## src/common/cxs_consts.vh

```
`ifndef CXS_CONSTS_VH
`define CXS_CONSTS_VH

// Vector numbers of the exception sources
`define CXS_VEC_RESET      8'h00
`define CXS_VEC_BUS_ERR    8'h02
`define CXS_VEC_ADDR_ERR   8'h03
`define CXS_VEC_ILLEGAL    8'h04
`define CXS_VEC_DIV_ZERO   8'h05
`define CXS_VEC_BOUNDS     8'h06
`define CXS_VEC_TRAP_CC    8'h07
`define CXS_VEC_PRIV       8'h08
`define CXS_VEC_TRACE      8'h09
`define CXS_VEC_FP_UNIMP   8'h0b
`define CXS_VEC_FP_TRAP    8'h0c
`define CXS_VEC_AUTOVEC    8'h18
`define CXS_VEC_TRAP_BASE  8'h20

// Status register fields
`define CXS_SR_MASTER_BIT  12
`define CXS_SR_SUPER_BIT   13
`define CXS_SR_TRACE_BIT   15
`define CXS_SR_RESET_VAL   16'h2700
`define CXS_SR_MASK_LO     8
`define CXS_SR_MASK_HI     10

// Interrupt level that ignores the mask
`define CXS_IRQ_NMI_LVL    3'h7

// Vector offset shift (vector number times four)
`define CXS_VEC_SHIFT      2

// Reset vector base value
`define CXS_VBR_RESET      32'h0000_0000

// Source index in the pending vector, lowest index wins
`define CXS_SRC_RESET      0
`define CXS_SRC_BUS_ERR    1
`define CXS_SRC_ADDR_ERR   2
`define CXS_SRC_MMU        3
`define CXS_SRC_TRACE      4
`define CXS_SRC_IRQ        5
`define CXS_SRC_ILLEGAL    6
`define CXS_SRC_FP_UNIMP   7
`define CXS_SRC_PRIV       8
`define CXS_SRC_INSTR      9
`define CXS_NUM_SRC        10

`endif

```

## src/logic/cxs_prio_pick.v

```verilog
`timescale 1ns/10ps
`default_nettype none

// Fixed priority picker: lowest set index wins
module cxs_prio_pick #(
    parameter N = 10
) (
    // Requests
    input  wire [N-1:0] req_i,
    // One-hot grant
    output wire [N-1:0] gnt_o,
    output wire         any_o
);
    assign gnt_o = req_i & ~(req_i - {{(N-1){1'b0}}, 1'b1});
    assign any_o = |req_i;
endmodule

`default_nettype wire

```

## src/logic/cxs_exception_seq.v

```verilog
`timescale 1ns/10ps
`default_nettype none
`include "cxs_consts.vh"

module cxs_exception_seq (
    // Clock and reset
    input  wire        ref_clk_i,
    input  wire        reset_i,
    // External pins (asynchronous)
    input  wire [2:0]  irq_level_i,
    input  wire        bus_err_pin_i,
    // Core status and control
    input  wire [15:0] sr_i,
    input  wire [31:0] vbr_i,
    input  wire [31:0] pc_i,
    input  wire        trace_pending_i,
    // Instruction and address faults
    input  wire        illegal_i,
    input  wire        fp_unimp_i,
    input  wire        priv_viol_i,
    input  wire        odd_fetch_i,
    input  wire        instr_trap_i,
    input  wire [7:0]  instr_vec_i,
    // Memory management faults
    input  wire        mmu_access_viol_i,
    input  wire        mmu_bad_desc_i,
    // Bus controller
    input  wire        bus_ack_i,
    input  wire        bus_err_i,
    input  wire [31:0] bus_rdata_i,
    output wire        bus_req_o,
    output reg  [31:0] bus_addr_o,
    // Core side results
    output reg  [15:0] sr_copy_o,
    output reg  [15:0] sr_new_o,
    output reg  [7:0]  vec_num_o,
    output reg         use_master_sp_o,
    output reg         save_state_o,
    output reg  [31:0] saved_pc_o,
    output reg  [31:0] handler_pc_o,
    output reg         resume_o,
    output reg         double_fault_o,
    output wire        busy_o
);
    localparam [5:0] ST_IDLE  = 6'h01;
    localparam [5:0] ST_COPY  = 6'h02;
    localparam [5:0] ST_VEC   = 6'h04;
    localparam [5:0] ST_SAVE  = 6'h08;
    localparam [5:0] ST_FETCH = 6'h10;
    localparam [5:0] ST_HALT  = 6'h20;

    reg [5:0]  state_q;
    reg [2:0]  irq_s1_q, irq_s2_q;
    reg        berr_s1_q, berr_s2_q;
    reg [9:0]  grant_q;
    reg        in_vec_read_q;
    wire [9:0] pend;
    wire [9:0] gnt;
    wire       any;
    reg  [5:0] state_d;
    reg [15:0] sr_new_d;
    reg        use_msp_d;

    // Pins pass two flops before use; only the second flop is read
    // Level bits cross one by one, so a source must hold its level a few cycles
    always @(posedge ref_clk_i) begin
        if (reset_i) begin
            irq_s1_q <= 3'h0;
            irq_s2_q <= 3'h0;
        end else begin
            irq_s1_q <= irq_level_i;
            irq_s2_q <= irq_s1_q;
        end
    end

    // The bus error pin has its own pair, as it may change at any time
    always @(posedge ref_clk_i) begin
        if (reset_i) begin
            berr_s1_q <= 1'b0;
            berr_s2_q <= 1'b0;
        end else begin
            berr_s1_q <= bus_err_pin_i;
            berr_s2_q <= berr_s1_q;
        end
    end

    // Level 7 is unmaskable; others must exceed the mask
    function irq_accept;
        input [2:0] lvl;
        input [2:0] mask;
        begin
            irq_accept = (lvl == `CXS_IRQ_NMI_LVL) || (lvl > mask);
        end
    endfunction

    wire irq_ok = irq_accept(irq_s2_q, sr_i[`CXS_SR_MASK_HI:`CXS_SR_MASK_LO]);

    assign pend[`CXS_SRC_RESET]    = 1'b0;
    assign pend[`CXS_SRC_BUS_ERR]  = berr_s2_q;
    assign pend[`CXS_SRC_ADDR_ERR] = odd_fetch_i;
    assign pend[`CXS_SRC_MMU]      = mmu_access_viol_i | mmu_bad_desc_i;
    assign pend[`CXS_SRC_TRACE]    = trace_pending_i & sr_i[`CXS_SR_TRACE_BIT];
    assign pend[`CXS_SRC_IRQ]      = irq_ok;
    assign pend[`CXS_SRC_ILLEGAL]  = illegal_i;
    assign pend[`CXS_SRC_FP_UNIMP] = fp_unimp_i;
    assign pend[`CXS_SRC_PRIV]     = priv_viol_i;
    assign pend[`CXS_SRC_INSTR]    = instr_trap_i;

    // Trace sits above the interrupt so it acts as the highest interrupt
    cxs_prio_pick #(
        .N(`CXS_NUM_SRC)
    ) u_pick (
        .req_i(pend),
        .gnt_o(gnt),
        .any_o(any)
    );

    function [7:0] vec_of;
        input [9:0] g;
        input [7:0] ivec;
        input [2:0] lvl;
        begin
            case (1'b1)
                g[`CXS_SRC_BUS_ERR]:  vec_of = `CXS_VEC_BUS_ERR;
                g[`CXS_SRC_ADDR_ERR]: vec_of = `CXS_VEC_ADDR_ERR;
                g[`CXS_SRC_MMU]:      vec_of = `CXS_VEC_BUS_ERR;
                g[`CXS_SRC_TRACE]:    vec_of = `CXS_VEC_TRACE;
                g[`CXS_SRC_IRQ]:      vec_of = `CXS_VEC_AUTOVEC + {5'h00, lvl};
                g[`CXS_SRC_ILLEGAL]:  vec_of = `CXS_VEC_ILLEGAL;
                g[`CXS_SRC_FP_UNIMP]: vec_of = `CXS_VEC_FP_UNIMP;
                g[`CXS_SRC_PRIV]:     vec_of = `CXS_VEC_PRIV;
                g[`CXS_SRC_INSTR]:    vec_of = ivec;
                default:              vec_of = `CXS_VEC_RESET;
            endcase
        end
    endfunction

    // A vector read fault while handling a bus error or reset cannot recover
    function fatal_src;
        input [9:0] g;
        begin
            fatal_src = g[`CXS_SRC_BUS_ERR] | g[`CXS_SRC_RESET];
        end
    endfunction

    // Vector offset is number times four
    wire [31:0] vec_off  = {22'h0, vec_num_o, 2'b00};
    // Address from vector base plus offset
    wire [31:0] vec_addr = vbr_i + vec_off;

    // Single long-word read held until ack or error
    // Driven from a flop so the request cannot glitch on a state change
    assign bus_req_o = in_vec_read_q;
    assign busy_o    = (state_q != ST_IDLE);

    // Next state; sources seen while busy are not stored and must be held
    always @* begin
        state_d = state_q;
        case (state_q)
            ST_IDLE: begin
                if (any) begin
                    state_d = ST_COPY;
                end
            end

            ST_COPY: begin
                state_d = ST_VEC;
            end

            ST_VEC: begin
                state_d = ST_SAVE;
            end

            ST_SAVE: begin
                state_d = ST_FETCH;
            end

            ST_FETCH: begin
                if (bus_err_i) begin
                    if (fatal_src(grant_q)) begin
                        state_d = ST_HALT;
                    end else begin
                        state_d = ST_COPY;
                    end
                end else if (bus_ack_i) begin
                    state_d = ST_IDLE;
                end
            end

            ST_HALT: begin
                // Only reset leaves this state
                state_d = ST_HALT;
            end

            default: begin
                state_d = ST_IDLE;
            end
        endcase
    end

    // New status: supervisor set, trace cleared except on reset
    // An interrupt also leaves the master stack and raises the mask to its level
    always @* begin
        sr_new_d  = sr_copy_o | (16'h0001 << `CXS_SR_SUPER_BIT);
        use_msp_d = sr_copy_o[`CXS_SR_MASTER_BIT];
        if (grant_q[`CXS_SRC_IRQ]) begin
            sr_new_d[`CXS_SR_MASTER_BIT]              = 1'b0;
            sr_new_d[`CXS_SR_MASK_HI:`CXS_SR_MASK_LO] = irq_s2_q;
            use_msp_d                                 = 1'b0;
        end
        if (!grant_q[`CXS_SRC_RESET]) begin
            sr_new_d[`CXS_SR_TRACE_BIT] = 1'b0;
        end
    end

    always @(posedge ref_clk_i) begin
        if (reset_i) begin
            // Reset beats every other source and fetches vector zero
            state_q         <= ST_COPY;
            grant_q         <= 10'h001;
            in_vec_read_q   <= 1'b0;
            bus_addr_o      <= 32'h0000_0000;
            sr_copy_o       <= `CXS_SR_RESET_VAL;
            sr_new_o        <= `CXS_SR_RESET_VAL;
            vec_num_o       <= `CXS_VEC_RESET;
            use_master_sp_o <= 1'b0;
            save_state_o    <= 1'b0;
            saved_pc_o      <= 32'h0000_0000;
            handler_pc_o    <= 32'h0000_0000;
            resume_o        <= 1'b0;
            double_fault_o  <= 1'b0;
        end else begin
            save_state_o <= 1'b0;
            resume_o     <= 1'b0;
            state_q      <= state_d;
            case (state_q)
                ST_IDLE: begin
                    // Only one source accepted per entry
                    if (any) begin
                        grant_q <= gnt;
                    end
                end

                ST_COPY: begin
                    // Status copy comes first
                    sr_copy_o <= grant_q[`CXS_SRC_RESET] ? `CXS_SR_RESET_VAL : sr_i;
                end

                ST_VEC: begin
                    // Vector number second
                    vec_num_o       <= vec_of(grant_q, instr_vec_i, irq_s2_q);
                    sr_new_o        <= sr_new_d;
                    use_master_sp_o <= use_msp_d;
                end

                ST_SAVE: begin
                    // State save last, skipped for reset
                    save_state_o  <= ~grant_q[`CXS_SRC_RESET];
                    saved_pc_o    <= pc_i;
                    bus_addr_o    <= vec_addr;
                    in_vec_read_q <= 1'b1;
                end

                ST_FETCH: begin
                    if (bus_err_i) begin
                        // Fault during vector read; a second one halts
                        in_vec_read_q <= 1'b0;
                        if (fatal_src(grant_q)) begin
                            double_fault_o <= 1'b1;
                        end else begin
                            // Re-enter as a bus error so the fault is reported, not lost
                            grant_q <= 10'h002;
                        end
                    end else if (bus_ack_i) begin
                        // Handler address then resume
                        handler_pc_o  <= bus_rdata_i;
                        resume_o      <= 1'b1;
                        in_vec_read_q <= 1'b0;
                    end
                end

                default: begin
                    // Halt holds every result until reset
                end
            endcase
        end
    end
endmodule

`default_nettype wire

```

## config.mk

```make
export PLATFORM = sky130hd
export DESIGN_NAME = cxs_exception_seq
export DESIGN_NICKNAME = d
export VERILOG_FILES = /design/src/logic/cxs_prio_pick.v /design/src/logic/cxs_exception_seq.v
export VERILOG_INCLUDE_DIRS = /design/src /design/src/common
export SDC_FILE = /design/constraint.sdc
export NUM_CORES = 1
export LEC_CHECK = 0
export BUFFER_PORTS_ARGS = -buffer_cell sky130_fd_sc_hd__buf_4
export CORE_MARGIN = 4
export CORE_UTILIZATION = 52
export CTS_CLUSTER_SIZE = 20
export DETAILED_ROUTE_END_ITERATION = 10
export HOLD_SLACK_MARGIN = 0.03
export PLACE_DENSITY = 0.82
export SLEW_MARGIN = 20
export SYNTH_ARGS = -nofsm -noshare
export SYNTH_HDL_FRONTEND = slang
export SYNTH_SLANG_ARGS = --single-unit
```

## constraint.sdc

```tcl
create_clock -name ref_clk_i -period 3.7 [get_ports ref_clk_i]
set_input_delay 0.74 -clock ref_clk_i [delete_from_list [all_inputs] [get_ports ref_clk_i]]
set_output_delay 0.74 -clock ref_clk_i [all_outputs]
set_load 0.01 [all_outputs]
```

==> impl.org, run 1 <==
** Status
- The run finished with clean final reports.

** Floorplan
- The total area inside the core boundary comes to approximately 13000 um2.
- Rows :: between 40 and 50
- The die is 123 um tall.
- Chip width :: approximately 120 um
- Total Die Area :: between 15000 and 20000 um2
- For this configuration, the core starts out at a cell density of 54.0%.
- Pin placement for this block handled 278 I/O pins.

** Logic synthesis
- In this run, distinct cell masters in the synthesized netlist total 55.
- Top FF cell, synth :: dfxtp_1
- When the netlist entered floorplanning its net count stood at roughly 1000.
- Summing every instance area after synthesis gives 6920 um2.
- Number of enable-type register cells in the synthesized netlist :: 0
- Post-Syn Area per Cell :: about 8 um2
- After synthesis the netlist holds a flip-flop and latch count of 163.
- Synthesis handed over a netlist of ~860 instances.
- Warnings, synthesis :: 0
- After synthesis, flip-flops and latches occupy a little under half of the total area.
- Async set or reset register ratio after synthesis :: 0%

** Worst setup path
- Reg2Reg Capture Point :: bus_addr_o[30]
- Across all register-to-register paths, the minimum setup slack is 1.06 ns.
- Counting cells, the worst reg-to-reg path comes to 8.
- Arrival @ worst endpoint :: between 3 and 4 ns
- STA puts the critical path data required time at around 4.1 ns.
- The setup path with the least slack is of type in -> reg.
- Worst Setup End Kind :: flip-flop
- Type of element launching the critical path :: input pin
- Startpoint of the most critical register-to-register path :: vec_num_o[0]
- Maximum fanout count along the critical path :: 18

** Finish
- The library cell used most frequently in the layout, excluding fill and tap cells, is buf_4.
- In the layout the commonest cells are 286 x buf_4, 205 x nand2_1, 163 x dfxtp_1, 124 x a21oi_1, 42 x o21ai_0.
- In the final layout, the share of cells above drive strength 1 is just under 30%.
- Post-layout net count :: between 1000 and 1500
- Fill cell total of the finished layout :: just over 1000
- Diodes inserted :: 0
- Synth-to-layout area growth :: 39.4%

** STA
- In the final timing run, aggregate negative setup slack is 0 ns.
- Hold Vio Cnt, Final :: 0
- Clock skew on the completed layout was measured at 0.00660 ns.
- Setup violations remaining at the end of the flow were counted as 0.
- Setup repair after global routing left no endpoint under its margin.
- Headroom to the max-slew limit came out at between 30% and 40%.
- Period utilization :: around 70%
- For this run, the top clock speed supported by timing is between 0.3 and 0.4 GHz.
- Final min period :: between 2 and 3 ns
- Final count of pins violating max slew :: 0
- Transition time of the tightest slew-check pin :: around 1 ns

** Routing
- Count of TritonRoute iterations in the first routing pass :: 5
- DR iter-0 viols :: just over 500
- Number of nets with antenna violations after detailed routing :: 0
- The routed design has ~22000 um of wire.
- Total via count after detailed routing :: 7032
- # DRC :: 0
- Routed length per placed instance :: 16.8 um
- In the routed layout, each cell is associated on average with a via count of ~5.5.

** Power and ir drop
- For this design the static power due to leakage is between 4 and 5 nW.
- Design Power :: approximately 4 mW
- Cell Pwr Density :: between 400 and 500 nW/um2
- Peak supply drop :: about 0.00034 V

** GRT
- Wire length of the first global-routing pass :: ~33000 um
- Number of antenna violations at the first check in global routing :: 0
- GRT Resource Usage Total :: between 20% and 30%
- Total overflow reported by the global router :: 0
- The number of global-route vias before repair was around 6500.
- Pin count of the biggest net entering global routing :: 84

** Worst hold path
- The path with the worst hold slack has its endpoint at irq_s2_q[1].
- In this run the most critical hold path is launched from irq_s1_q[1].
- Worst hold path depth :: 1
- Path class of the lowest-slack min-delay path :: reg -> reg

** CTS
- Hold bufs inserted after CTS :: 0
- Post-CTS sizing :: 0
- Clock buffers created by TritonCTS :: 17
- H-Tree Depth :: 4
- The root buffer cell chosen for the clock tree is clkbuf_16.
- The longest clock path from root to sink contains 2 buffers.
- Clock-pin slew of the registers on the worst-case setup and hold paths :: roughly 0.060 ns
- Post-CTS repair timing setup buffer count :: 0
- For the worst-skew pair, the clock arrives at the later sink with an insertion delay of 0.42 ns.
- Number of clock sinks :: 163
- TritonCTS built the clock tree.

** Placement
- Routability-driven placement finished with a final weighted congestion of approximately 0.93.
- Port buffering added about 280 buffers.
- Post-detailed-placement half-perimeter wirelength :: 16000 um

** Flow run
- The tool flagged a number of max-cap violations equal to 0.
## sequential cells by signal, summed over array words and instances, names as in the netlist, 6 cells and up
| signal | count |
|---|---|
| bus_addr_o | 32 |
| grant_q | 10 |
| handler_pc_o | 32 |
| saved_pc_o | 32 |
| sr_copy_o | 16 |
| sr_new_o | 15 |
| state_q | 6 |
| vec_num_o | 8 |
## per-layer routing
metal  global-route usage, %  vias to the layer above  part of all wire (%)
met5                       0                        -                     0
met4                    13.1                        0                   3.8
met3                    7.04                       60                   8.4
met2                    44.7                      297                    47
met1                    34.3                     3219                    41
li1                        -                     3456                     -
## worst max-delay path, cell delays in order
cell and delay (ns):
buf_4 0.08, ha_1 0.18, inv_1 0.07, fa_1 0.39, nor2b_1 0.17, o31a_1 0.23, o21ai_1 0.37, or4_1 0.61
a31oi_1 0.15
## layout make-up
type	instances	area [um2]	share of cell area (%)
multi-input combinational	616	3310	34.3
sequential	163	3260	33.8
timing repair buffer	286	2150	22.3
clock buffer	21	470	4.88
tap	172	215	2.23
clock inverter	11	175	1.82
inverter	17	63.8	0.662
## cell usage after synthesis, types with 4 or more instances
cell      count  area share (%)
a211oi_1      8            0.87
a21o_1        5            0.54
a21oi_1     124             9.0
a31oi_1      13             1.2
a41o_1        4            0.58
and3_1        4            0.36
buf_1         6            0.33
buf_2         5            0.36
buf_4        12             1.3
clkbuf_1     42             2.3
dfxtp_1     163              47
ha_1         11             2.0
inv_1        17            0.92
mux2i_1       5            0.72
nand2_1     205              11
nand3_1      19             1.4
nand3b_1      4            0.43
nand4_1       5            0.45
nor2_1       41             2.2
nor2b_1      12             1.1
nor3_1       14             1.0
nor3b_1      17             1.8
o211ai_1      4            0.43
o21ai_0      42             3.0
o31ai_1       4            0.43
or3_1        13             1.2
or4_1         7            0.76
xnor2_1       7            0.89
xor2_1        4            0.51
## how the worst max path moves through the flow
stage | startpoint | to | slack, ns | cells past startpoint
2_1_floorplan | vbr_i[2] | bus_addr_o[22] | 1.14 | 9
3_3_place_gp | vbr_i[2] | bus_addr_o[30] | 0.71 | 9
3_5_place_dp | vbr_i[2] | bus_addr_o[30] | 0.66 | 9
4_1_cts | vbr_i[2] | bus_addr_o[30] | 1.10 | 9
5_1_grt | vec_num_o[0] | bus_addr_o[30] | 0.86 | 8
6_report | vbr_i[2] | bus_addr_o[30] | 1.04 | 9
## metrics by stage
step	hold WS, ns	std cells	utilization [%]	setup slack [ns]	area [um2]
2_1_floorplan	0.414	861	-	1.14	6920
3_3_place_gp	0.414	1254	70.2	0.711	9000
3_5_place_dp	0.427	1254	70.2	0.663	9000
4_1_cts	0.438	1286	75.2	1.10	9640
5_1_grt	0.447	1286	75.2	0.860	9640
6_report	0.434	1286	75.2	1.04	9640
## kinds of logic after synthesis
group                      share of synthesized area (%)
muxes                                              0.723
AOI/OAI and AO/OA                                   19.0
DFF                                                 47.2
buffers and inverters                               5.19
xor gates and xnor gates                            1.39
adders and majority gates                           2.28
and+or+nand+nor                                     24.2
other                                             0.0542
## power by group
| part | internal (mW) | leakage, nW | switching (mW) |
|---|---|---|---|
| combinational | 0.169 | 2.43 | 0.180 |
| clock | 1.19 | 0.310 | 0.707 |
| sequential | 1.78 | 1.32 | 0.0277 |
| total | 3.14 | 4.06 | 0.915 |
Note: power is estimated with default switching activity, not from simulation.
==> inputs of run 2 (changes only) <==
--- a/config.mk
+++ b/config.mk
@@ -8,11 +8,11 @@
 export LEC_CHECK = 0
 export BUFFER_PORTS_ARGS = -buffer_cell sky130_fd_sc_hd__buf_4
 export CORE_MARGIN = 4
-export CORE_UTILIZATION = 52
+export CORE_UTILIZATION = 49
 export CTS_CLUSTER_SIZE = 20
 export DETAILED_ROUTE_END_ITERATION = 10
 export HOLD_SLACK_MARGIN = 0.03
-export PLACE_DENSITY = 0.82
+export PLACE_DENSITY = 0.78
 export SLEW_MARGIN = 20
 export SYNTH_ARGS = -nofsm -noshare
 export SYNTH_HDL_FRONTEND = slang
==> constraint.sdc (replaced) <==
create_clock -name ref_clk_i -period 2.6 [get_ports ref_clk_i]
set_input_delay 0.52 -clock ref_clk_i [delete_from_list [all_inputs] [get_ports ref_clk_i]]
set_output_delay 0.52 -clock ref_clk_i [all_outputs]
set_load 0.01 [all_outputs]
==> run 2 against run 1 <==
Register-to-register slack lost 0.84 ns; wire length shrank 3.2%; flip-flop and latch count is the same; final area grew 0.25%; via count shrank 1.6%; power grew 32%; combinational power grew 47%; setup slack lost 0.82 ns; critical path depth shrank 1; clock power grew 19%; first-iteration DRC count grew 16%; largest cell class unchanged.
==> impl.org, run 2 (synthesis results as in run 1) <==
** Status
- Result of the run :: finished, final reports clean

** Worst setup path
- The critical path runs through a total of 8 cells.
- The endpoint identified for the worst register-to-register timing path is bus_addr_o[30].
- Worst Setup End Kind :: flip-flop
- At the worst endpoint, the arrival time is between 2 and 3 ns.
- On the critical path the largest part of the delay comes from simple AND/OR/NAND/NOR gates.
- Cell Chain, Critical Path :: ha_1 > inv_1 > fa_1 > nor2b_1 > o31a_1 > o21ai_1 > or4_1 > a31oi_1
- Maximum fanout count along the critical path :: 9
- Startpoint of the most critical register-to-register path :: vec_num_o[0]
- Among all stages on the critical path, the largest delay is contributed by or4_1.
- CP required :: just under 3 ns
- Bufs and invs on worst path :: 1
- The worst register-to-register path has a depth of 8.
- Highest cell delay on the worst timing path :: 0.55 ns
- Worst Setup Path Type :: reg -> reg
- For flop-to-flop paths, the worst setup slack is between 0.2 and 0.25 ns.
- Type of element launching the critical path :: flip-flop

** CTS
- Post-CTS sizing :: 0
- Clock tree from TritonCTS :: done
- Post-CTS repair timing setup buffer count :: 0
- H-Tree Depth :: 4
- Clock buffers created by TritonCTS :: 17
- The tree is rooted in a clkbuf_16.
- Clock-pin slew of the registers on the worst-case setup and hold paths :: ~0.06 ns
- In this run the deepest clock path goes through 2 buffers.
- Counting every sink on the clock net gives ~160.
- Clock latency on the worst-skew pair :: roughly 0.42 ns
- Hold bufs inserted after CTS :: 0

** GRT
- The initial antenna violation count was 0.
- Total overflow reported by the global router :: 0
- GRT Resource Usage Total :: roughly 25%
- Via count of the first global-routing pass :: around 6400
- Pin count of the biggest net entering global routing :: around 90
- Wire length of the first global-routing pass :: 32900 um

** STA
- On the final layout, the worst hold slack is 0.312 ns.
- Slew headroom :: between 30% and 40%
- The count of final hold-check violations came to 0.
- Number of setup violations in the final report :: 0
- The worst path in the final design needs a cycle of 2.38 ns, including I/O delays and setup.
- Period utilization :: about nine tenths
- Layout Skew :: approximately 0.013 ns
- Derived from the worst setup path, the maximum achievable clock frequency is around 0.42 GHz.
- Setup total negative slack :: 0 ns
- Setup repair after global routing left no endpoint under its margin.
- Transition time of the tightest slew-check pin :: roughly 0.95 ns
- The final-report max-slew violation count came to 0.

** Worst hold path
- Worst hold path depth :: 2
- Path class of the lowest-slack min-delay path :: in -> reg
- Endpoint, Worst Hold :: irq_s1_q[1]
- Worst Hold Launch :: irq_level_i[1]

** Routing
- Total via count after detailed routing :: between 6000 and 7000
- Routed length per placed instance :: roughly 16 um
- Final WL :: approximately 21000 um
- DR iter-0 viols :: roughly 590
- Average via count per standard cell :: 5.29
- # DRC :: 0
- Number of nets with antenna violations after detailed routing :: 0
- Count of TritonRoute iterations in the first routing pass :: 5

** Finish
- Leaving out fill and tap cells, the most frequent cells in the layout are 299 x buf_4, 205 x nand2_1, 163 x dfxtp_1, 124 x a21oi_1, 42 x o21ai_0.
- The largest registers in the layout are bus_addr_o (32), handler_pc_o (32), saved_pc_o (32).
- The multi-input combinational cells in the finished layout cover a total of about 3300 um2.
- The sequential cells in the finished layout cover a total of 3260 um2.
- Most common library cell in the layout ignoring fill and taps :: buf_4
- The post-route netlist has about 30% of its cells at a drive strength greater than 1.
- From synthesis to final layout, the design area changed by 39.7%.
- After filler insertion, the fill cell instance count of the layout stands at 1181.
- The number of antenna diodes in the final layout is 0.
- Post-layout net count :: about 1300

** Power and ir drop
- P_leak :: 4.07 nW
- Per report_power, the sequential group accounts for 48.0% of the total.
- Per report_power, the combinational group accounts for a little under a tenth of the total.
- Switching power summed over all nets :: 1.25 mW
- Pint :: around 4 mW
- The worst-case IR drop observed on VDD is 0.000423 V.
- Clock network fraction of design power :: between 40% and 50%
- In this run the power density over the cells is between 500 and 600 nW/um2.
- In this run switching power makes up between 20% and 30% of total power.

** Floorplan
- Total Die Area :: about 16000 um2
- Chip width :: approximately 130 um
- around 280 I/O pins were placed.
- The total area inside the core boundary comes to 13900 um2.
- Rows :: 43
- For this configuration, the core starts out at a cell density of 49.8%.
- Die height :: around 130 um

** Flow run
- Number of maximum-capacitance constraint violations :: 0

** Placement
- The wire-length estimate of the detail-placed layout is about 15000 um.
- Routability-driven placement finished with a final weighted congestion of approximately 0.9.
- Port-buffer cells :: between 200 and 300
[run 2: changes by cell type in the layout (fill, tap and decap cells not counted), moves of 2 or more]
cell | before | now
clkinv_4 | 3 | 1
clkinv_2 | 1 | 3
buf_4 | 286 | 299
clkinvlp_4 | 2 | 4
bufinv_16 | 4 | 0
[run 2: worst max-delay path by stage]
stage	start	to	slack [ns]
5_1_grt	vec_num_o[0]	bus_addr_o[30]	0.05
4_1_cts	vec_num_o[0]	bus_addr_o[30]	0.24
6_report	vec_num_o[0]	bus_addr_o[30]	0.22
2_1_floorplan	vbr_i[2]	bus_addr_o[22]	0.26
3_3_place_gp	vbr_i[2]	bus_addr_o[30]	0.05
3_5_place_dp	vbr_i[2]	bus_addr_o[30]	0.001
[run 2: cell type report]
class                   count  share of cell area, %
inverters                  17                  0.660
flip-flops and latches    163                   33.8
clock inverters             8                  0.556
well taps                 180                   2.33
multi-input cells         616                   34.2
repair buffers            300                   23.4
clock buffers              23                   5.05
[run 2: power groups by stage]
stage	Sequential (mW)	Combinational, mW	Clock (mW)
after floorplan	2.62	0.224	0
after global placement	2.62	0.505	0
after detailed placement	2.62	0.509	0
after CTS	2.56	0.512	2.32
after global routing	2.57	0.561	2.43
final	2.56	0.514	2.27
[run 2: per-layer routing]
metal / part of all wire (%) / vias to the layer above / GRT usage, %
met2: 48 / 265 / 41.1
met3: 7.7 / 46 / 6.27
met5: 0 / - / 0
li1: - / 3475 / -
met1: 41 / 3133 / 32.6
met4: 3.0 / 0 / 10.2
[run 2: metrics by stage]
stage / power, mW / instance area, um2 / std cells / worst slack, ns / util (%)
after floorplan: 2.84 / 6920 / 861 / 0.257 / -
after CTS: 5.40 / 9670 / 1307 / 0.236 / 69.7
after global placement: 3.12 / 9130 / 1276 / 0.0490 / 65.7
final: 5.35 / 9670 / 1307 / 0.222 / 69.7
after detailed placement: 3.13 / 9130 / 1276 / 0.00119 / 65.7
after global routing: 5.56 / 9670 / 1307 / 0.0525 / 69.7
==> inputs of run 3 (changes only) <==
--- a/config.mk
+++ b/config.mk
@@ -6,9 +6,10 @@
 export SDC_FILE = /design/constraint.sdc
 export NUM_CORES = 1
 export LEC_CHECK = 0
+export ABC_AREA = 1
 export BUFFER_PORTS_ARGS = -buffer_cell sky130_fd_sc_hd__buf_4
 export CORE_MARGIN = 4
-export CORE_UTILIZATION = 49
+export CORE_UTILIZATION = 50
 export CTS_CLUSTER_SIZE = 20
 export DETAILED_ROUTE_END_ITERATION = 10
 export HOLD_SLACK_MARGIN = 0.03
==> constraint.sdc (replaced) <==
create_clock -name ref_clk_i -period 2.4 [get_ports ref_clk_i]
set_input_delay 0.48 -clock ref_clk_i [delete_from_list [all_inputs] [get_ports ref_clk_i]]
set_output_delay 0.48 -clock ref_clk_i [all_outputs]
set_load 0.01 [all_outputs]
==> run 3 against run 2 <==
Global-route usage grew 1.2 points; sequential power grew 11%; count of clock-buffer cells in the layout shrank 2; setup slack gained 0.17 ns; utilization grew 0.087 points; clock skew is essentially flat; fmax grew 19%; non-clock buffer count shrank 12; final area grew 5.6%.
==> impl.org, run 3 <==
** Status
- The flow ran to the end, and the final reports show no timing, DRC or antenna violations.

** Finish
- Core Util, Final :: about 70%
- Cells with a size suffix above 1 make up roughly a quarter of the layout.
- Most common library cell in the layout ignoring fill and taps :: nand2_1
- Regs by FF count :: bus_addr_o (32), handler_pc_o (32), saved_pc_o (32)
- Diodes inserted :: 0
- Fill cell total of the finished layout :: 1252
- The top cell types in the final layout, fill and taps aside, are 292 x nand2_1, 287 x buf_4, 163 x dfxtp_1, 146 x nor2_1, 111 x inv_1.
- Compared with the post-synthesis result, the final layout area differs by 35.9%.
- Post-layout net count :: 1476

** Floorplan
- Rows :: between 40 and 50
- Num ports :: approximately 280
- Die height :: roughly 130 um
- The core region is between 10000 and 15000 um2.
- Measured along the x axis, the die boundary spans roughly 130 um.
- Starting density of the core :: 51.3%
- Total Die Area :: 17100 um2

** GRT
- After global routing the overflow that remains totals 0.
- met2 is the most crowded layer.
- Number of antenna violations at the first check in global routing :: 0
- Met1 Resource Use GR :: between 30% and 40%
- GRT Resource Usage Total :: a little over a quarter
- Met3 layer usage reported by global route :: 8.37%
- The first global-routing pass estimated 35800 um of wire.
- Pin count of the biggest net entering global routing :: 45
- For this run, global-route usage on met2 was measured as between 40 and 50%.
- Via count of the first global-routing pass :: approximately 7500

** Worst setup path
- CP required :: between 2 and 3 ns
- Slowest stage cell, crit path :: fa_1
- Worst Setup End Kind :: flip-flop
- Traced cell by cell, the critical path runs through ha_1 > inv_1 > fa_1 > inv_1 > buf_4 > nand3_1 > nand3_1 > nand2_1 > inv_1 > o21ai_0 > nand2_1 > inv_1.
- For this run, the slowest stage of the critical path takes approximately 0.38 ns.
- Together, buffers and inverters on the worst path number 5.
- The worst register-to-register path begins at vec_num_o[0].
- The worst setup path is launched from a flip-flop.
- Worst Setup Path Type :: reg -> reg
- Among the stages of the critical path, the cell type that occurs most often is inv_1.
- Worst setup path startpoint :: vec_num_o[0]
- Maximum fanout count along the critical path :: 8
- Arrival @ worst endpoint :: around 2.3 ns
- On the critical path the largest part of the delay comes from adder cells.

** CTS
- Clock-pin slew was measured on the worst setup and hold paths at 0.06 ns.
- Once the clock tree was built, the resizer swapped 0 gates to a different size.
- H-Tree Depth :: 4
- Clock tree synthesis inserted a total of 17 buffers.
- Post-CTS timing repair inserted 0 buffers for setup.
- TritonCTS built the clock tree.
- CTS Root Cell :: clkbuf_16
- Number of clock sinks :: approximately 160
- Clock latency on the worst-skew pair :: 0.42 ns
- Buffers inserted to repair hold after CTS numbered 0.
- No sink is reached through more buffers than the 2 on the longest clock path.

** Power and ir drop
- Across the VDD grid, the largest voltage drop is 0.000581 V.
- Net switching is around 25% of the power.
- Cell internal power was estimated by the tool at a little under 5 mW.
- Power comes to between 6 and 7 mW.
- Combinational share of power :: about an eighth
- The analysis attributes to net switching a power of 1.58 mW.
- Sequential share of power :: between 40% and 50%
- The clock network accounts for between 40% and 50% of the total power.
- For this design the static power due to leakage is roughly 5.1 nW.
- Cell Pwr Density :: between 600 and 700 nW/um2

** Logic synthesis
- After synthesis the cells add up to 7510 um2.
- The netlist uses 42 different library cells.
- Post-Syn Area per Cell :: 6.98 um2
- After synthesis, the largest area contributor takes up 43.4% of total cell area.
- Warnings, synthesis :: 0
- Of the total synthesized cell area, the portion taken by AND, OR, NAND and NOR gates is 30.8%.
- The synthesized netlist devotes less than 1% of its cell area to XOR and XNOR gates.
- The synthesized netlist devotes 13.1% of its cell area to compound gates.
- Number of enable-type register cells in the synthesized netlist :: 0
- Synthesis produced approximately 1100 cells.
- For this run, the register share of the synthesized area comes to a little over two fifths.
- Multiplexer cells account for 0% of the synthesized area.
- Count of state elements after synthesis :: about 160
- By area, the combinational part of the netlist is dominated by simple AND/OR/NAND/NOR gates.
- The commonest cells after synthesis are 292 x nand2_1, 163 x dfxtp_1, 146 x nor2_1.
- The largest total area in the synthesized netlist belongs to dfxtp_1.
- Yosys instantiated no cell more often than nand2_1.
- The number of nets in the synthesized netlist is 1225.
- Top FF cell, synth :: dfxtp_1
- Async set or reset register ratio after synthesis :: 0%
- Synth top area cells :: dfxtp_1 43%, nand2_1 15%, nor2_1 7.3%
- Post-synthesis adder-cell area fraction :: 2.10%

** Placement
- Port-buffer cells :: roughly 280
- The congestion estimate from routability-driven global placement came to between 0.9 and 1.
- Post-detailed-placement half-perimeter wirelength :: approximately 17000 um

** STA
- Based on the critical path, the design can be clocked at up to 0.499 GHz.
- Setup total negative slack :: 0 ns
- Layout Skew :: around 0.013 ns
- The worst path needs 2.00 ns of the cycle, external delays included.
- The count of final hold-check violations is 0.
- Slew headroom :: a little under 50%
- At the pin with the least slew margin, the transition time is around 0.76 ns.
- Number of setup violations in the final report :: 0
- Period utilization :: 83.5%
- RSZ-0062 raised after global routing :: false
- Final count of pins violating max slew :: 0
- Across all hold checks on the routed design, the worst slack comes to roughly 0.26 ns.

** Routing
- Using the TritonRoute via totals, the vias-per-cell ratio works out to 5.14.
- The pre-antenna-repair detailed-routing pass consisted of 5 iterations.
- Total via count after detailed routing :: a little under 8000
- The first routing iteration left between 500 and 600 violations.
- Routed length per placed instance :: about 15 um
- # DRC :: 0
- In this run the remaining antenna-violating nets after routing total 0.
- After detailed routing, the total wire length is approximately 23000 um.

** Flow run
- Number of maximum-capacitance constraint violations :: 0

** Worst hold path
- Path class of the lowest-slack min-delay path :: in -> reg
- The startpoint identified for the worst hold timing path is irq_level_i[2].
==> run 3: path summary, 6_finish.rpt <==
check	to	slack, ns	depth (start not counted)
worst max-delay path	bus_addr_o[12]	0.40	12
worst min-delay path	irq_s1_q[2]	0.26	3
worst max register to register	bus_addr_o[12]	0.40	12
worst min register to register	irq_s2_q[1]	0.40	2
==> run 3: final cells by class <==
| class | instances | area, um2 | area share [%] |
|---|---|---|---|
| timing repair buffer | 288 | 2170 | 21.3 |
| clock buffer | 21 | 450 | 4.41 |
| sequential | 163 | 3260 | 32.0 |
| inverter | 115 | 432 | 4.23 |
| clock inverter | 10 | 148 | 1.45 |
| multi-input combinational | 743 | 3510 | 34.4 |
| tap | 184 | 230 | 2.25 |
==> run 3: stage by stage <==
step / setup slack (ns) / area (um2) / std cells
global route: 0.176 / 10200 / 1524
floorplan: 0.471 / 7510 / 1077
CTS: 0.381 / 10200 / 1524
finish: 0.395 / 10200 / 1524
detailed placement: 0.195 / 9610 / 1493
global placement: 0.227 / 9610 / 1493
==> run 3: power by group through the flow <==
| stage | logic (mW) | clock network [mW] | registers [mW] |
|---|---|---|---|
| after floorplan | 0.418 | 0 | 2.91 |
| after global placement | 0.755 | 0 | 2.91 |
| after detailed placement | 0.764 | 0 | 2.91 |
| after CTS | 0.772 | 2.82 | 2.85 |
| after global routing | 0.851 | 2.92 | 2.86 |
| final | 0.772 | 2.78 | 2.85 |
==> run 3: cells by family after synthesis <==
kind of cell,after synthesis
AND/OR/NAND/NOR,553
adder cells (fa/ha/maj),12
AO/OA/AOI/OAI,171
other,1
buffers and inverters,171
XOR/XNOR,6
flip-flops,163
==> run 3: per-layer routing <==
layer | vias up | wire [um]
met2 | 298 | 11400
met3 | 57 | 2010
met5 | - | 0
li1 | 3915 | -
met4 | 0 | 735
met1 | 3560 | 9110
==> run 3: worst reg2reg max path: stages (launching register included) <==
cell and delay [ns]:
dfxtp_1 0.36, ha_1 0.22, inv_1 0.07, fa_1 0.38
inv_1 0.08, buf_4 0.11, nand3_1 0.07, nand3_1 0.28
nand2_1 0.09, inv_1 0.06, o21ai_0 0.06, nand2_1 0.08
inv_1 0.03
